`src/pkg/afd_consts.vh`:
```
// Purpose: Constants of the averaging filter with distributed read.
// Assumes: 10 MHz system clock; times below are in nanoseconds.
// Notes:   Included by logic/afd_filter.v only.
//
// What this block does
// - Cycle with 1 to 19 shift-clock rises does not reload the output register.
// - A read starts at first shift-clock rise; host ends it before another.
// - Accumulator clears when a read starts, beginning a fresh average.
// - Every conversion completed after clearing is summed until the next read start.
// - Cycle with zero or over 19 rises ends the read; output reloads.
// - During a read the held result shifts out over many cycles unaltered.
// - A zero-edge cycle ends the read at that closing conversion's completion.
// - Output code is the sum of N 24-bit results divided by M.
// - M is the smallest power of two not below N, N up to 65536.
// - M stops at 65536; further results still add, ratio exceeds one.
// - Past the weighting limit output clamps at full scale, never wraps.
// - A 16-bit count N-1, saturating, follows the result MSB first.
// - Busy stays high during conversion; its fall marks completion.
// - With N/M below one the scaled sum is not clamped at N/M.
`ifndef AFD_CONSTS_VH
`define AFD_CONSTS_VH

`define AFD_CLK_PERIOD_NS 100
`define AFD_CONV_TIME_NS  675
`define AFD_CONV_CYC      ((`AFD_CONV_TIME_NS / `AFD_CLK_PERIOD_NS) < 1 ? 1 : \
                           (`AFD_CONV_TIME_NS / `AFD_CLK_PERIOD_NS))
`define AFD_SCK_LIMIT     5'h14
`define AFD_RES_W         24
`define AFD_CNT_W         16
`define AFD_WORD_W        40
`define AFD_MAX_SHIFT     5'h10
`define AFD_RES_MSB       39
`define AFD_CNT_LSB       0

`endif

```
`src/logic/afd_filter.v`:
```
// Purpose: Block-averaging filter, output register and serial shifter.
// Assumes: cnv and sck are pins, synchronised here; conv_sample comes
//          from the converter core on clk_sys and is valid at busy fall.
// Notes:   Data on sdo advances after each sensed sck rise.
`timescale 1ns/10ps
`include "afd_consts.vh"

module afd_filter #(
  parameter ACC_W  = 48,
  parameter CONV_CYC = `AFD_CONV_CYC
) (
  input  wire                   clk_sys,
  input  wire                   rst_b,
  input  wire                   cnv,
  input  wire                   sck,
  input  wire [`AFD_RES_W-1:0]  conv_sample,
  output wire                   busy,
  output wire                   sdo,
  output wire                   reading
);

  // Ceiling log2 of N, capped at 16: the shift standing for M
  function [4:0] afd_shift;
    input [16:0] n;
    integer i;
    begin
      afd_shift = 5'h00;
      for (i = 0; i < 16; i = i + 1) begin
        if (n > (17'h00001 << i))
          afd_shift = i[4:0] + 5'h01;
      end
    end
  endfunction

  reg [1:0]             cnv_sync_reg;
  reg [1:0]             sck_sync_reg;
  reg                   cnv_last_reg;
  reg                   sck_last_reg;
  reg                   busy_reg;
  reg [7:0]             conv_cnt_reg;
  reg [4:0]             edge_cnt_reg;
  reg                   reading_reg;
  reg [ACC_W-1:0]       acc_reg;
  reg [16:0]            n_reg;
  reg [`AFD_WORD_W-1:0] shift_reg;

  reg [ACC_W-1:0]       acc_next;
  reg [16:0]            n_next;
  reg [ACC_W-1:0]       scaled;
  reg [`AFD_RES_W-1:0]  code;
  reg [`AFD_CNT_W-1:0]  count;
  reg                   update;

  wire cnv_rise  = cnv_sync_reg[1] & ~cnv_last_reg;
  wire sck_rise  = sck_sync_reg[1] & ~sck_last_reg;
  wire conv_end  = busy_reg && (conv_cnt_reg == 8'h01);
  wire read_init = sck_rise & ~reading_reg;

  localparam [ACC_W-1:0] ACC_MAX = {1'b0, {(ACC_W-1){1'b1}}};
  localparam [ACC_W-1:0] ACC_MIN = {1'b1, {(ACC_W-1){1'b0}}};
  localparam [ACC_W-1:0] FS_POS  = {{(ACC_W-`AFD_RES_W+1){1'b0}}, {(`AFD_RES_W-1){1'b1}}};
  localparam [ACC_W-1:0] FS_NEG  = {{(ACC_W-`AFD_RES_W+1){1'b1}}, {(`AFD_RES_W-1){1'b0}}};

  // Pins pass two flops; first stage feeds only the second
  always @(posedge clk_sys or negedge rst_b) begin
    if (!rst_b) begin
      cnv_sync_reg <= 2'h0;
      sck_sync_reg <= 2'h0;
      cnv_last_reg <= 1'b0;
      sck_last_reg <= 1'b0;
    end else begin
      cnv_sync_reg <= {cnv_sync_reg[0], cnv};
      sck_sync_reg <= {sck_sync_reg[0], sck};
      cnv_last_reg <= cnv_sync_reg[1];
      sck_last_reg <= sck_sync_reg[1];
    end
  end

  // Conversion timer; cnv edges during a conversion are ignored
  always @(posedge clk_sys or negedge rst_b) begin
    if (!rst_b) begin
      busy_reg     <= 1'b0;
      conv_cnt_reg <= 8'h00;
    end else if (cnv_rise && !busy_reg) begin
      busy_reg     <= 1'b1;
      conv_cnt_reg <= CONV_CYC[7:0];
    end else if (busy_reg) begin
      conv_cnt_reg <= conv_cnt_reg - 8'h01;
      if (conv_end)
        busy_reg <= 1'b0;
    end
  end

  // Saturating sum with new sample, scaling and clamping
  always @* begin
    acc_next = acc_reg + {{(ACC_W-`AFD_RES_W){conv_sample[`AFD_RES_W-1]}}, conv_sample};
    // Keep the sum from wrapping on very long averages
    if (!acc_reg[ACC_W-1] && !conv_sample[`AFD_RES_W-1] && acc_next[ACC_W-1])
      acc_next = ACC_MAX;
    else if (acc_reg[ACC_W-1] && conv_sample[`AFD_RES_W-1] && !acc_next[ACC_W-1])
      acc_next = ACC_MIN;
    n_next = (n_reg == 17'h1ffff) ? n_reg : n_reg + 17'h00001;
    // Divide by M, the next power of two, capped at 65536
    scaled = $signed(acc_next) >>> afd_shift(n_next);
    // Clamp only when beyond the code range; N/M<1 never hits it
    if ($signed(scaled) > $signed(FS_POS))
      code = FS_POS[`AFD_RES_W-1:0];
    else if ($signed(scaled) < $signed(FS_NEG))
      code = FS_NEG[`AFD_RES_W-1:0];
    else
      code = scaled[`AFD_RES_W-1:0];
    if (n_next > 17'h0ffff)
      count = 16'hffff;
    else
      count = n_next[15:0] - 16'h0001;
    // Zero edges or at least 20 close the cycle with a reload
    update = (edge_cnt_reg == 5'h00) || (edge_cnt_reg >= `AFD_SCK_LIMIT);
  end

  // Edge counter per conversion cycle, judged at busy fall
  always @(posedge clk_sys or negedge rst_b) begin
    if (!rst_b) begin
      edge_cnt_reg <= 5'h00;
    end else if (conv_end) begin
      edge_cnt_reg <= sck_rise ? 5'h01 : 5'h00;
    end else if (sck_rise && edge_cnt_reg < `AFD_SCK_LIMIT) begin
      edge_cnt_reg <= edge_cnt_reg + 5'h01;
    end
  end

  // Read state and accumulator
  always @(posedge clk_sys or negedge rst_b) begin
    if (!rst_b) begin
      reading_reg <= 1'b0;
      acc_reg     <= {ACC_W{1'b0}};
      n_reg       <= 17'h00000;
    end else begin
      if (conv_end && update)
        reading_reg <= 1'b0;
      if (read_init)
        reading_reg <= 1'b1;
      // Read start wins: a sample finishing the same cycle is dropped
      if (read_init) begin
        acc_reg <= {ACC_W{1'b0}};
        n_reg   <= 17'h00000;
      end else if (conv_end) begin
        acc_reg <= acc_next;
        n_reg   <= n_next;
      end
    end
  end

  // Output register: reload only on closing cycles, else shift
  always @(posedge clk_sys or negedge rst_b) begin
    if (!rst_b) begin
      shift_reg <= {`AFD_WORD_W{1'b0}};
    end else if (conv_end && update) begin
      shift_reg <= {code, count};
    end else if (sck_rise) begin
      shift_reg <= {shift_reg[`AFD_WORD_W-2:0], 1'b0};
    end
  end

  assign busy    = busy_reg;
  assign sdo     = shift_reg[`AFD_RES_MSB];
  assign reading = reading_reg;

endmodule // afd_filter

```
`config.mk`:
```
export PLATFORM = sky130hd
export DESIGN_NAME = afd_filter
export DESIGN_NICKNAME = d
export VERILOG_FILES = /design/src/logic/afd_filter.v
export VERILOG_INCLUDE_DIRS = /design/src /design/src/pkg
export SDC_FILE = /design/constraint.sdc
export NUM_CORES = 1
export LEC_CHECK = 0
export ABC_CLOCK_PERIOD_IN_PS = 15750
export BUFFER_PORTS_ARGS = -buffer_cell sky130_fd_sc_hd__buf_4
export CORE_MARGIN = 5
export CORE_UTILIZATION = 33
export DETAILED_ROUTE_END_ITERATION = 6
export SLEW_MARGIN = 20
export SYNTH_ARGS = -nofsm -noshare
export SYNTH_HDL_FRONTEND = slang
export SYNTH_SLANG_ARGS = --single-unit
```
`constraint.sdc`:
```
create_clock -name clk_sys -period 15.75 [get_ports clk_sys]
set_input_delay 0.7875 -clock clk_sys [delete_from_list [all_inputs] [get_ports clk_sys]]
set_output_delay 0.7875 -clock clk_sys [all_outputs]
set_load 0.02 [all_outputs]
```
# Yosys cells after proc, flatten, opt, wreduce, memory -nomap -nowiden
# Index checks and enable logic that the tools add are counted.
[op_classes]
addsub = 5
mul = 0
div_mod_pow = 0
n_lt_le_gt_ge = 21
eq_ne = 2
shifts = 1
n_mux = 38
bitwise = 6
reduce_logical = 19
[op_table]
columns = ["op", "n"]
rows = [
  ["$mux 48", 4],
  ["$mux 5", 17],
  ["$mux 40", 2],
  ["$mux 17", 3],
  ["$add 48x48->48", 1],
  ["$gt 48x24->1 const B", 1],
  ["$lt 48x24->1 const B", 1],
  ["$mux 24", 2],
  ["$sshr 48x5->48", 1],
  ["$gt 17x16->1 const B", 2],
  ["$add 17x1->17 const B", 1],
  ["$eq 17x17->1 const B", 1],
  ["$gt 17x1->1 const B", 1],
  ["$gt 17x10->1 const B", 1],
  ["$gt 17x11->1 const B", 1],
  ["$gt 17x12->1 const B", 1],
  ["$gt 17x13->1 const B", 1],
  ["$gt 17x14->1 const B", 1],
  ["$gt 17x15->1 const B", 1],
  ["$gt 17x2->1 const B", 1],
  ["$gt 17x3->1 const B", 1],
  ["$gt 17x4->1 const B", 1],
  ["$gt 17x5->1 const B", 1],
  ["$gt 17x6->1 const B", 1],
  ["19 further kinds", 44],
]
[totals]
reg_bits = 126
latch_bits = 0
mem_bits_rw = 0
romBits = 0
input_bits = 28
out_inout_bits = 3
wordCells = 103
mem_count = 0

# Depth between registers and ports, before layout
[logic_depth]
ltp_word = 24
mapped_depth = 25
ltp_nobuf = 22

# Worst setup path after synthesis
# No wires, ideal clock.
[synth_path]
kind = "input -> register"
start = "input conv_sample[13]"
end = "register shift_reg[38]"
setup_ns = 0.131
arrival_time_ns = 6.130
required_time_ns = 15.619
setup_slack_ns = 9.489
stages = 24
n_path_buf = 3
cell_sequence = "ha_1 -> clkbuf_1 -> nand3_1 -> nor2_1 -> o311ai_0 -> a31oi_1 -> o31ai_1 -> a31oi_1 -> a21o_1 -> a21o_1 -> fa_1 -> nor2b_1 -> clkbuf_1 -> o21ai_0 -> a211oi_1 -> mux2i_1 -> mux2_1 -> o221ai_1 -> a211oi_1 -> nor4_1 -> nand4_1 -> o32a_2 -> buf_6 -> o2bb2ai_1"
[synth_via]
elab_chain_len = 10
elab_cells_between_ends = 12
cone_classes = "add/sub: 1; order compare: 2; shift: 1; mux: 5; reduce/logical: 3"
[synth_lines]
columns = ["item", "line", "source"]
rows = [
  ["start, declared", "afd_filter.v:16", "input wire [`AFD_RES_W-1:0] conv_sample,"],
  ["$add 48x48->48 (*)", "afd_filter.v:96", "acc_next = acc_reg + {{(ACC_W-`AFD_RES_W){conv_sample[`AFD_RES_W-1]}}, conv_sample};"],
  ["$logic_not 1->1", "afd_filter.v:100", "else if (acc_reg[ACC_W-1] && conv_sample[`AFD_RES_W-1] && !acc_next[ACC_W-1])"],
  ["$logic_and 1x1->1", "afd_filter.v:100", ""],
  ["$mux 48", "afd_filter.v:100", ""],
  ["$mux 48 (*)", "afd_filter.v:98", "if (!acc_reg[ACC_W-1] && !conv_sample[`AFD_RES_W-1] && acc_next[ACC_W-1])"],
  ["$sshr 48x5->48 (*)", "afd_filter.v:104", "scaled = $signed(acc_next) >>> afd_shift(n_next);"],
  ["$lt 48x24->1", "afd_filter.v:108", "else if ($signed(scaled) < $signed(FS_NEG))"],
  ["$mux 24", "afd_filter.v:108", ""],
  ["$mux 24 (*)", "afd_filter.v:106", "if ($signed(scaled) > $signed(FS_POS))"],
  ["$mux 40 (*)", "afd_filter.v:157", "end else if (conv_end && update) begin"],
  ["end signal, assigned", "afd_filter.v:156", "shift_reg <= {`AFD_WORD_W{1'b0}};"],
  ["end signal, assigned", "afd_filter.v:158", "shift_reg <= {code, count};"],
  ["end signal, assigned", "afd_filter.v:160", "shift_reg <= {shift_reg[`AFD_WORD_W-2:0], 1'b0};"],
  ["end, declared", "afd_filter.v:45", "reg [`AFD_WORD_W-1:0] shift_reg;"],
]
# Mark *: on every way between the ends. The rest lies on a longest branch, timed or not.
# A chain may end at the register's enable or synchronous reset.

# Worst setup path in the final report
[layout_path]
start = "input conv_sample[23]"
end = "register shift_reg[20]"
[layout_via]
elab_chain_len = 10
elab_cells_between_ends = 15
cone_classes = "add/sub: 1; order compare: 2; shift: 1; mux: 5; reduce/logical: 6"
[layout_lines]
columns = ["item", "line"]
rows = [
  ["$add 48x48->48", "afd_filter.v:96"],
  ["$logic_not 1->1", "afd_filter.v:100"],
  ["$logic_and 1x1->1", "afd_filter.v:100"],
  ["$mux 48", "afd_filter.v:100"],
  ["$mux 48 (*)", "afd_filter.v:98"],
  ["$sshr 48x5->48 (*)", "afd_filter.v:104"],
  ["$lt 48x24->1", "afd_filter.v:108"],
  ["$mux 24", "afd_filter.v:108"],
  ["$mux 24 (*)", "afd_filter.v:106"],
  ["$mux 40 (*)", "afd_filter.v:157"],
]
# Marked as above.

==> metrics.yaml <==
finish:
  finish.instance_area_mm2: 0.0144
  final.fill_count: 4172
  num-nets-final: 1738
  area.growth.synth_to_final_pct: 7.54
  largest_reg_flops: 48
  drive_gt1_frac: 0.107
  insertedDiodeCount: 0
min_path:
  worst_hold_startpoint: "cnv_sync_reg[0]$_DFF_PN0_"
  worstHoldPathCells: 0
  hold_end: "cnv_sync_reg[1]$_DFF_PN0_"
  min_path_type: "register to register"
die:
  pin_count: 31
  die_x_um: 211
  die_area_mm2: 0.0446
  core_area_mm2: 0.0399
  floorplan.initialDensity: 0.334
  die_height_um: 211
  fp-row-count: 73
power:
  total_leakage_power_nw: 6.00
  clockPowerShare: 0.103
  switching_power_w: 0.00205
  power.internal_w: 0.00179
  power.share.sequential: 0.139
  comb_power_share: 0.758
  power-per-cell-area_mw_per_mm2: 267
  power_switching_share: 0.534
  peakVddDrop_mv: 0.141
route:
  viasPerCell: 6.06
  ant_nets: 0
  drt_first_pass_iters: 5
  overall_routed_net_length_mm: 43.1
  drt_iter0_markers: 1364
  route.detailed.drc: 0
  routedWlPerCell_um: 19.7
  vias: 13300
synthesis:
  postSynthNetCount: 1802
  synth_enable_flop_cells: 0
  yosysTopAreaCellShare: 0.236
  synth.area.top_cells: "sky130_fd_sc_hd__dfrtp_1, sky130_fd_sc_hd__nand2_1, sky130_fd_sc_hd__a21oi_1, sky130_fd_sc_hd__ha_1, sky130_fd_sc_hd__nor2_1"
  synth_top_cell_by_area: "sky130_fd_sc_hd__dfrtp_1"
  synth_cell_type_count: 101
  synth-async-reset-ratio: 1.00
  synth_seq_area_share: 0.236
  post_synth.cell_area_avg_um2: 7.79
  syn_warnings: 0
  postSynth.topFlopCell: "sky130_fd_sc_hd__dfrtp_1"
  post_synthesis_instance_area_mm2: 0.0134
  post_synthesis_register_bit_count: 126
  netlist_instances: 1714
worst_setup_path:
  maximum_fanout_along_the_worst_path: 26
  critical_path.reg2reg.endpoint: "shift_reg[20]$_DFFE_PN0P_"
  setup.worst_path.end_class: "register"
  required_ns: 16.07
  cp_data_arrival_time_ns: 7.88
  critPathLaunchType: "primary input"
  cell_count_of_the_worst_reg_to_reg_path: 17
  timing_worst_setup_path_type: "primary input to register"
  ff2ff_setup_slack_ns: 8.26
  worstReg2RegStart: "n_reg[0]$_DFFE_PN0P_"
clocking:
  ctsLongestPathBuffers: 2
  clk_pin_slew_worst_paths_ns: 0.06
  cts_bufs_inserted: 17
  cts_hold_buffers: 0
  clock_tree.htree_level_count: 4
  cts_root_buf: "sky130_fd_sc_hd__clkbuf_16"
  cts_setup_buffers: 0
  cts.sink_count: 126
  tritoncts_clock_tree: "yes"
  postCtsResizedCells: 0
  worst_skew_pair.late_latency_ns: 0.45
sta:
  time_the_worst_path_needs_with_i_o_delays_and_setup_ns: 7.55
  max_slew.worst_pin.slew_ns: 1.00
  count_of_final_max_slew_check_failures: 0
  clock.fmax_mhz: 132
  setup_total_negative_slack_ns: 0
  final_min_period_over_clock_period: 0.480
  grt_setup_unrepaired: "false"
  hold_viol_final: 0
  worst_slew_margin_rel: 0.333
  finalSetupViolations: 0
  fin_worst_skew_ns: 0.0129
global_routing:
  via_count_of_the_first_global_routing_pass: 12400
  grt_antenna_before_repair: 0
  global_route_wire_length_before_repair_mm: 68.5
  grt_max_degree: 91
  groute.usage.overall: 0.189
  grt_remaining_overflow: 0
placement:
  port-buffer-count: 30
  placedInstanceArea_mm2: 0.0138
  dp_hpwl_mm: 31.2
  finalWeightedCongestion: 0.954
status:
  run_status: "finished, final reports clean"
flow_run:
  max_cap_violations: 0
[critical path: stages]
cell and delay, ns:
sky130_fd_sc_hd__buf_4 0.22, sky130_fd_sc_hd__ha_1 0.50, sky130_fd_sc_hd__nand4_1 0.18, sky130_fd_sc_hd__or3_1 0.41, sky130_fd_sc_hd__o31ai_1 0.47, sky130_fd_sc_hd__o31ai_1 0.22, sky130_fd_sc_hd__a31oi_1 0.28, sky130_fd_sc_hd__a21o_1 0.15
sky130_fd_sc_hd__a21o_1 0.12, sky130_fd_sc_hd__fa_1 0.45, sky130_fd_sc_hd__nand2_1 0.73, sky130_fd_sc_hd__o21ai_0 0.21, sky130_fd_sc_hd__a211oi_1 0.79, sky130_fd_sc_hd__mux2i_1 0.25, sky130_fd_sc_hd__mux2i_1 0.51, sky130_fd_sc_hd__a22oi_1 0.12
sky130_fd_sc_hd__and3_1 0.24, sky130_fd_sc_hd__a211oi_1 0.21, sky130_fd_sc_hd__nand4b_1 0.13, sky130_fd_sc_hd__o32a_2 0.62, sky130_fd_sc_hd__o2bb2ai_2 0.23
[cell families after synthesis]
kind of cell / share of synthesized area
muxes: 0.0692
adders and majority gates: 0.0574
xor gates and xnor gates: 0.0381
AOI/OAI and AO/OA: 0.297
and+or+nand+nor: 0.244
DFF: 0.236
buffers and inverters: 0.0575
[stage by stage]
stage                     hold slack (ns)   util  std cells  total power (W)  setup slack (ns)
after floorplan                     0.331      -       1714          0.00272              9.49
after global placement              0.337  0.345       2156          0.00337              7.88
after detailed placement            0.338  0.345       2156          0.00338              7.84
after CTS                           0.357  0.360       2186          0.00379              8.29
after global routing                0.368  0.360       2186          0.00412              7.60
final                               0.354  0.360       2186          0.00383              8.20
[metal layers]
metal,part of all wire,up-vias,track usage
met2,0.45,507,0.295
met5,0,-,0
li1,-,6281,-
met4,0.027,0,0.0608
met3,0.063,87,0.0348
met1,0.46,6383,0.264
[layout make-up]
cell class,instances,area (µm²),share of cell area
Clock buffer,20,457,0.0318
Clock inverter,10,115,0.00802
Timing Repair Buffer,50,379,0.0264
Multi-Input combinational cell,1420,9460,0.659
Sequential cell,126,3150,0.220
Tap cell,525,657,0.0458
Inverter,35,131,0.00915
[synth_stat cells (16+ instances only)]
library cell and n:
sky130_fd_sc_hd__clkbuf_1 85, sky130_fd_sc_hd__nor2_1 167, sky130_fd_sc_hd__buf_2 23, sky130_fd_sc_hd__and2_1 18, sky130_fd_sc_hd__inv_1 35, sky130_fd_sc_hd__nand2_1 213, sky130_fd_sc_hd__a211oi_1 56, sky130_fd_sc_hd__mux2i_1 52
sky130_fd_sc_hd__o211ai_1 24, sky130_fd_sc_hd__o21ai_0 81, sky130_fd_sc_hd__mux2_2 27, sky130_fd_sc_hd__dfrtp_1 126, sky130_fd_sc_hd__nand3_1 67, sky130_fd_sc_hd__a31oi_1 25, sky130_fd_sc_hd__xor2_1 23, sky130_fd_sc_hd__o2bb2ai_2 20
sky130_fd_sc_hd__a21oi_1 155, sky130_fd_sc_hd__nand2b_1 16, sky130_fd_sc_hd__nor3_1 34, sky130_fd_sc_hd__xnor2_1 35, sky130_fd_sc_hd__ha_1 58, sky130_fd_sc_hd__nand4_1 28, sky130_fd_sc_hd__a21o_1 32
[how the worst max path moves through the flow]
stage | startpoint | endpoint | cells past startpoint
final | conv_sample[23] | shift_reg[20]$_DFFE_PN0P_ | 21
after global routing | conv_sample[23] | shift_reg[17]$_DFFE_PN0P_ | 22
after CTS | conv_sample[10] | shift_reg[38]$_DFFE_PN0P_ | 22
after detailed placement | conv_sample[10] | shift_reg[16]$_DFFE_PN0P_ | 22
after global placement | conv_sample[10] | shift_reg[17]$_DFFE_PN0P_ | 22
after floorplan | conv_sample[13] | shift_reg[38]$_DFFE_PN0P_ | 24
[power by group through the flow]
| stage | clock network [W] | registers (W) | logic (W) |
|---|---|---|---|
| after floorplan | 0 | 0.000508 | 0.00221 |
| after global placement | 0 | 0.000534 | 0.00284 |
| after detailed placement | 0 | 0.000538 | 0.00284 |
| after CTS | 0.000406 | 0.000533 | 0.00285 |
| after global routing | 0.000419 | 0.000550 | 0.00315 |
| final | 0.000396 | 0.000533 | 0.00291 |
[layout by cell type (no fill, tap or decap), drive strengths merged, types with 23 or more instances in the layout]
master   netlist  layout
o21ai         87      87
nand4         33      33
a21oi        156     156
inv           35      36
a211oi        57      57
xnor2         35      35
nand2        213     213
o211ai        25      25
o2bb2ai       25      25
buf           48      50
mux2i         55      55
mux2          31      31
nand3         70      70
a31oi         25      25
dfrtp        126     126
a21o          32      32
xor2          23      23
nor2         167     167
ha            58      58
nor3          37      37
Power figures use the tool's default switching activity.
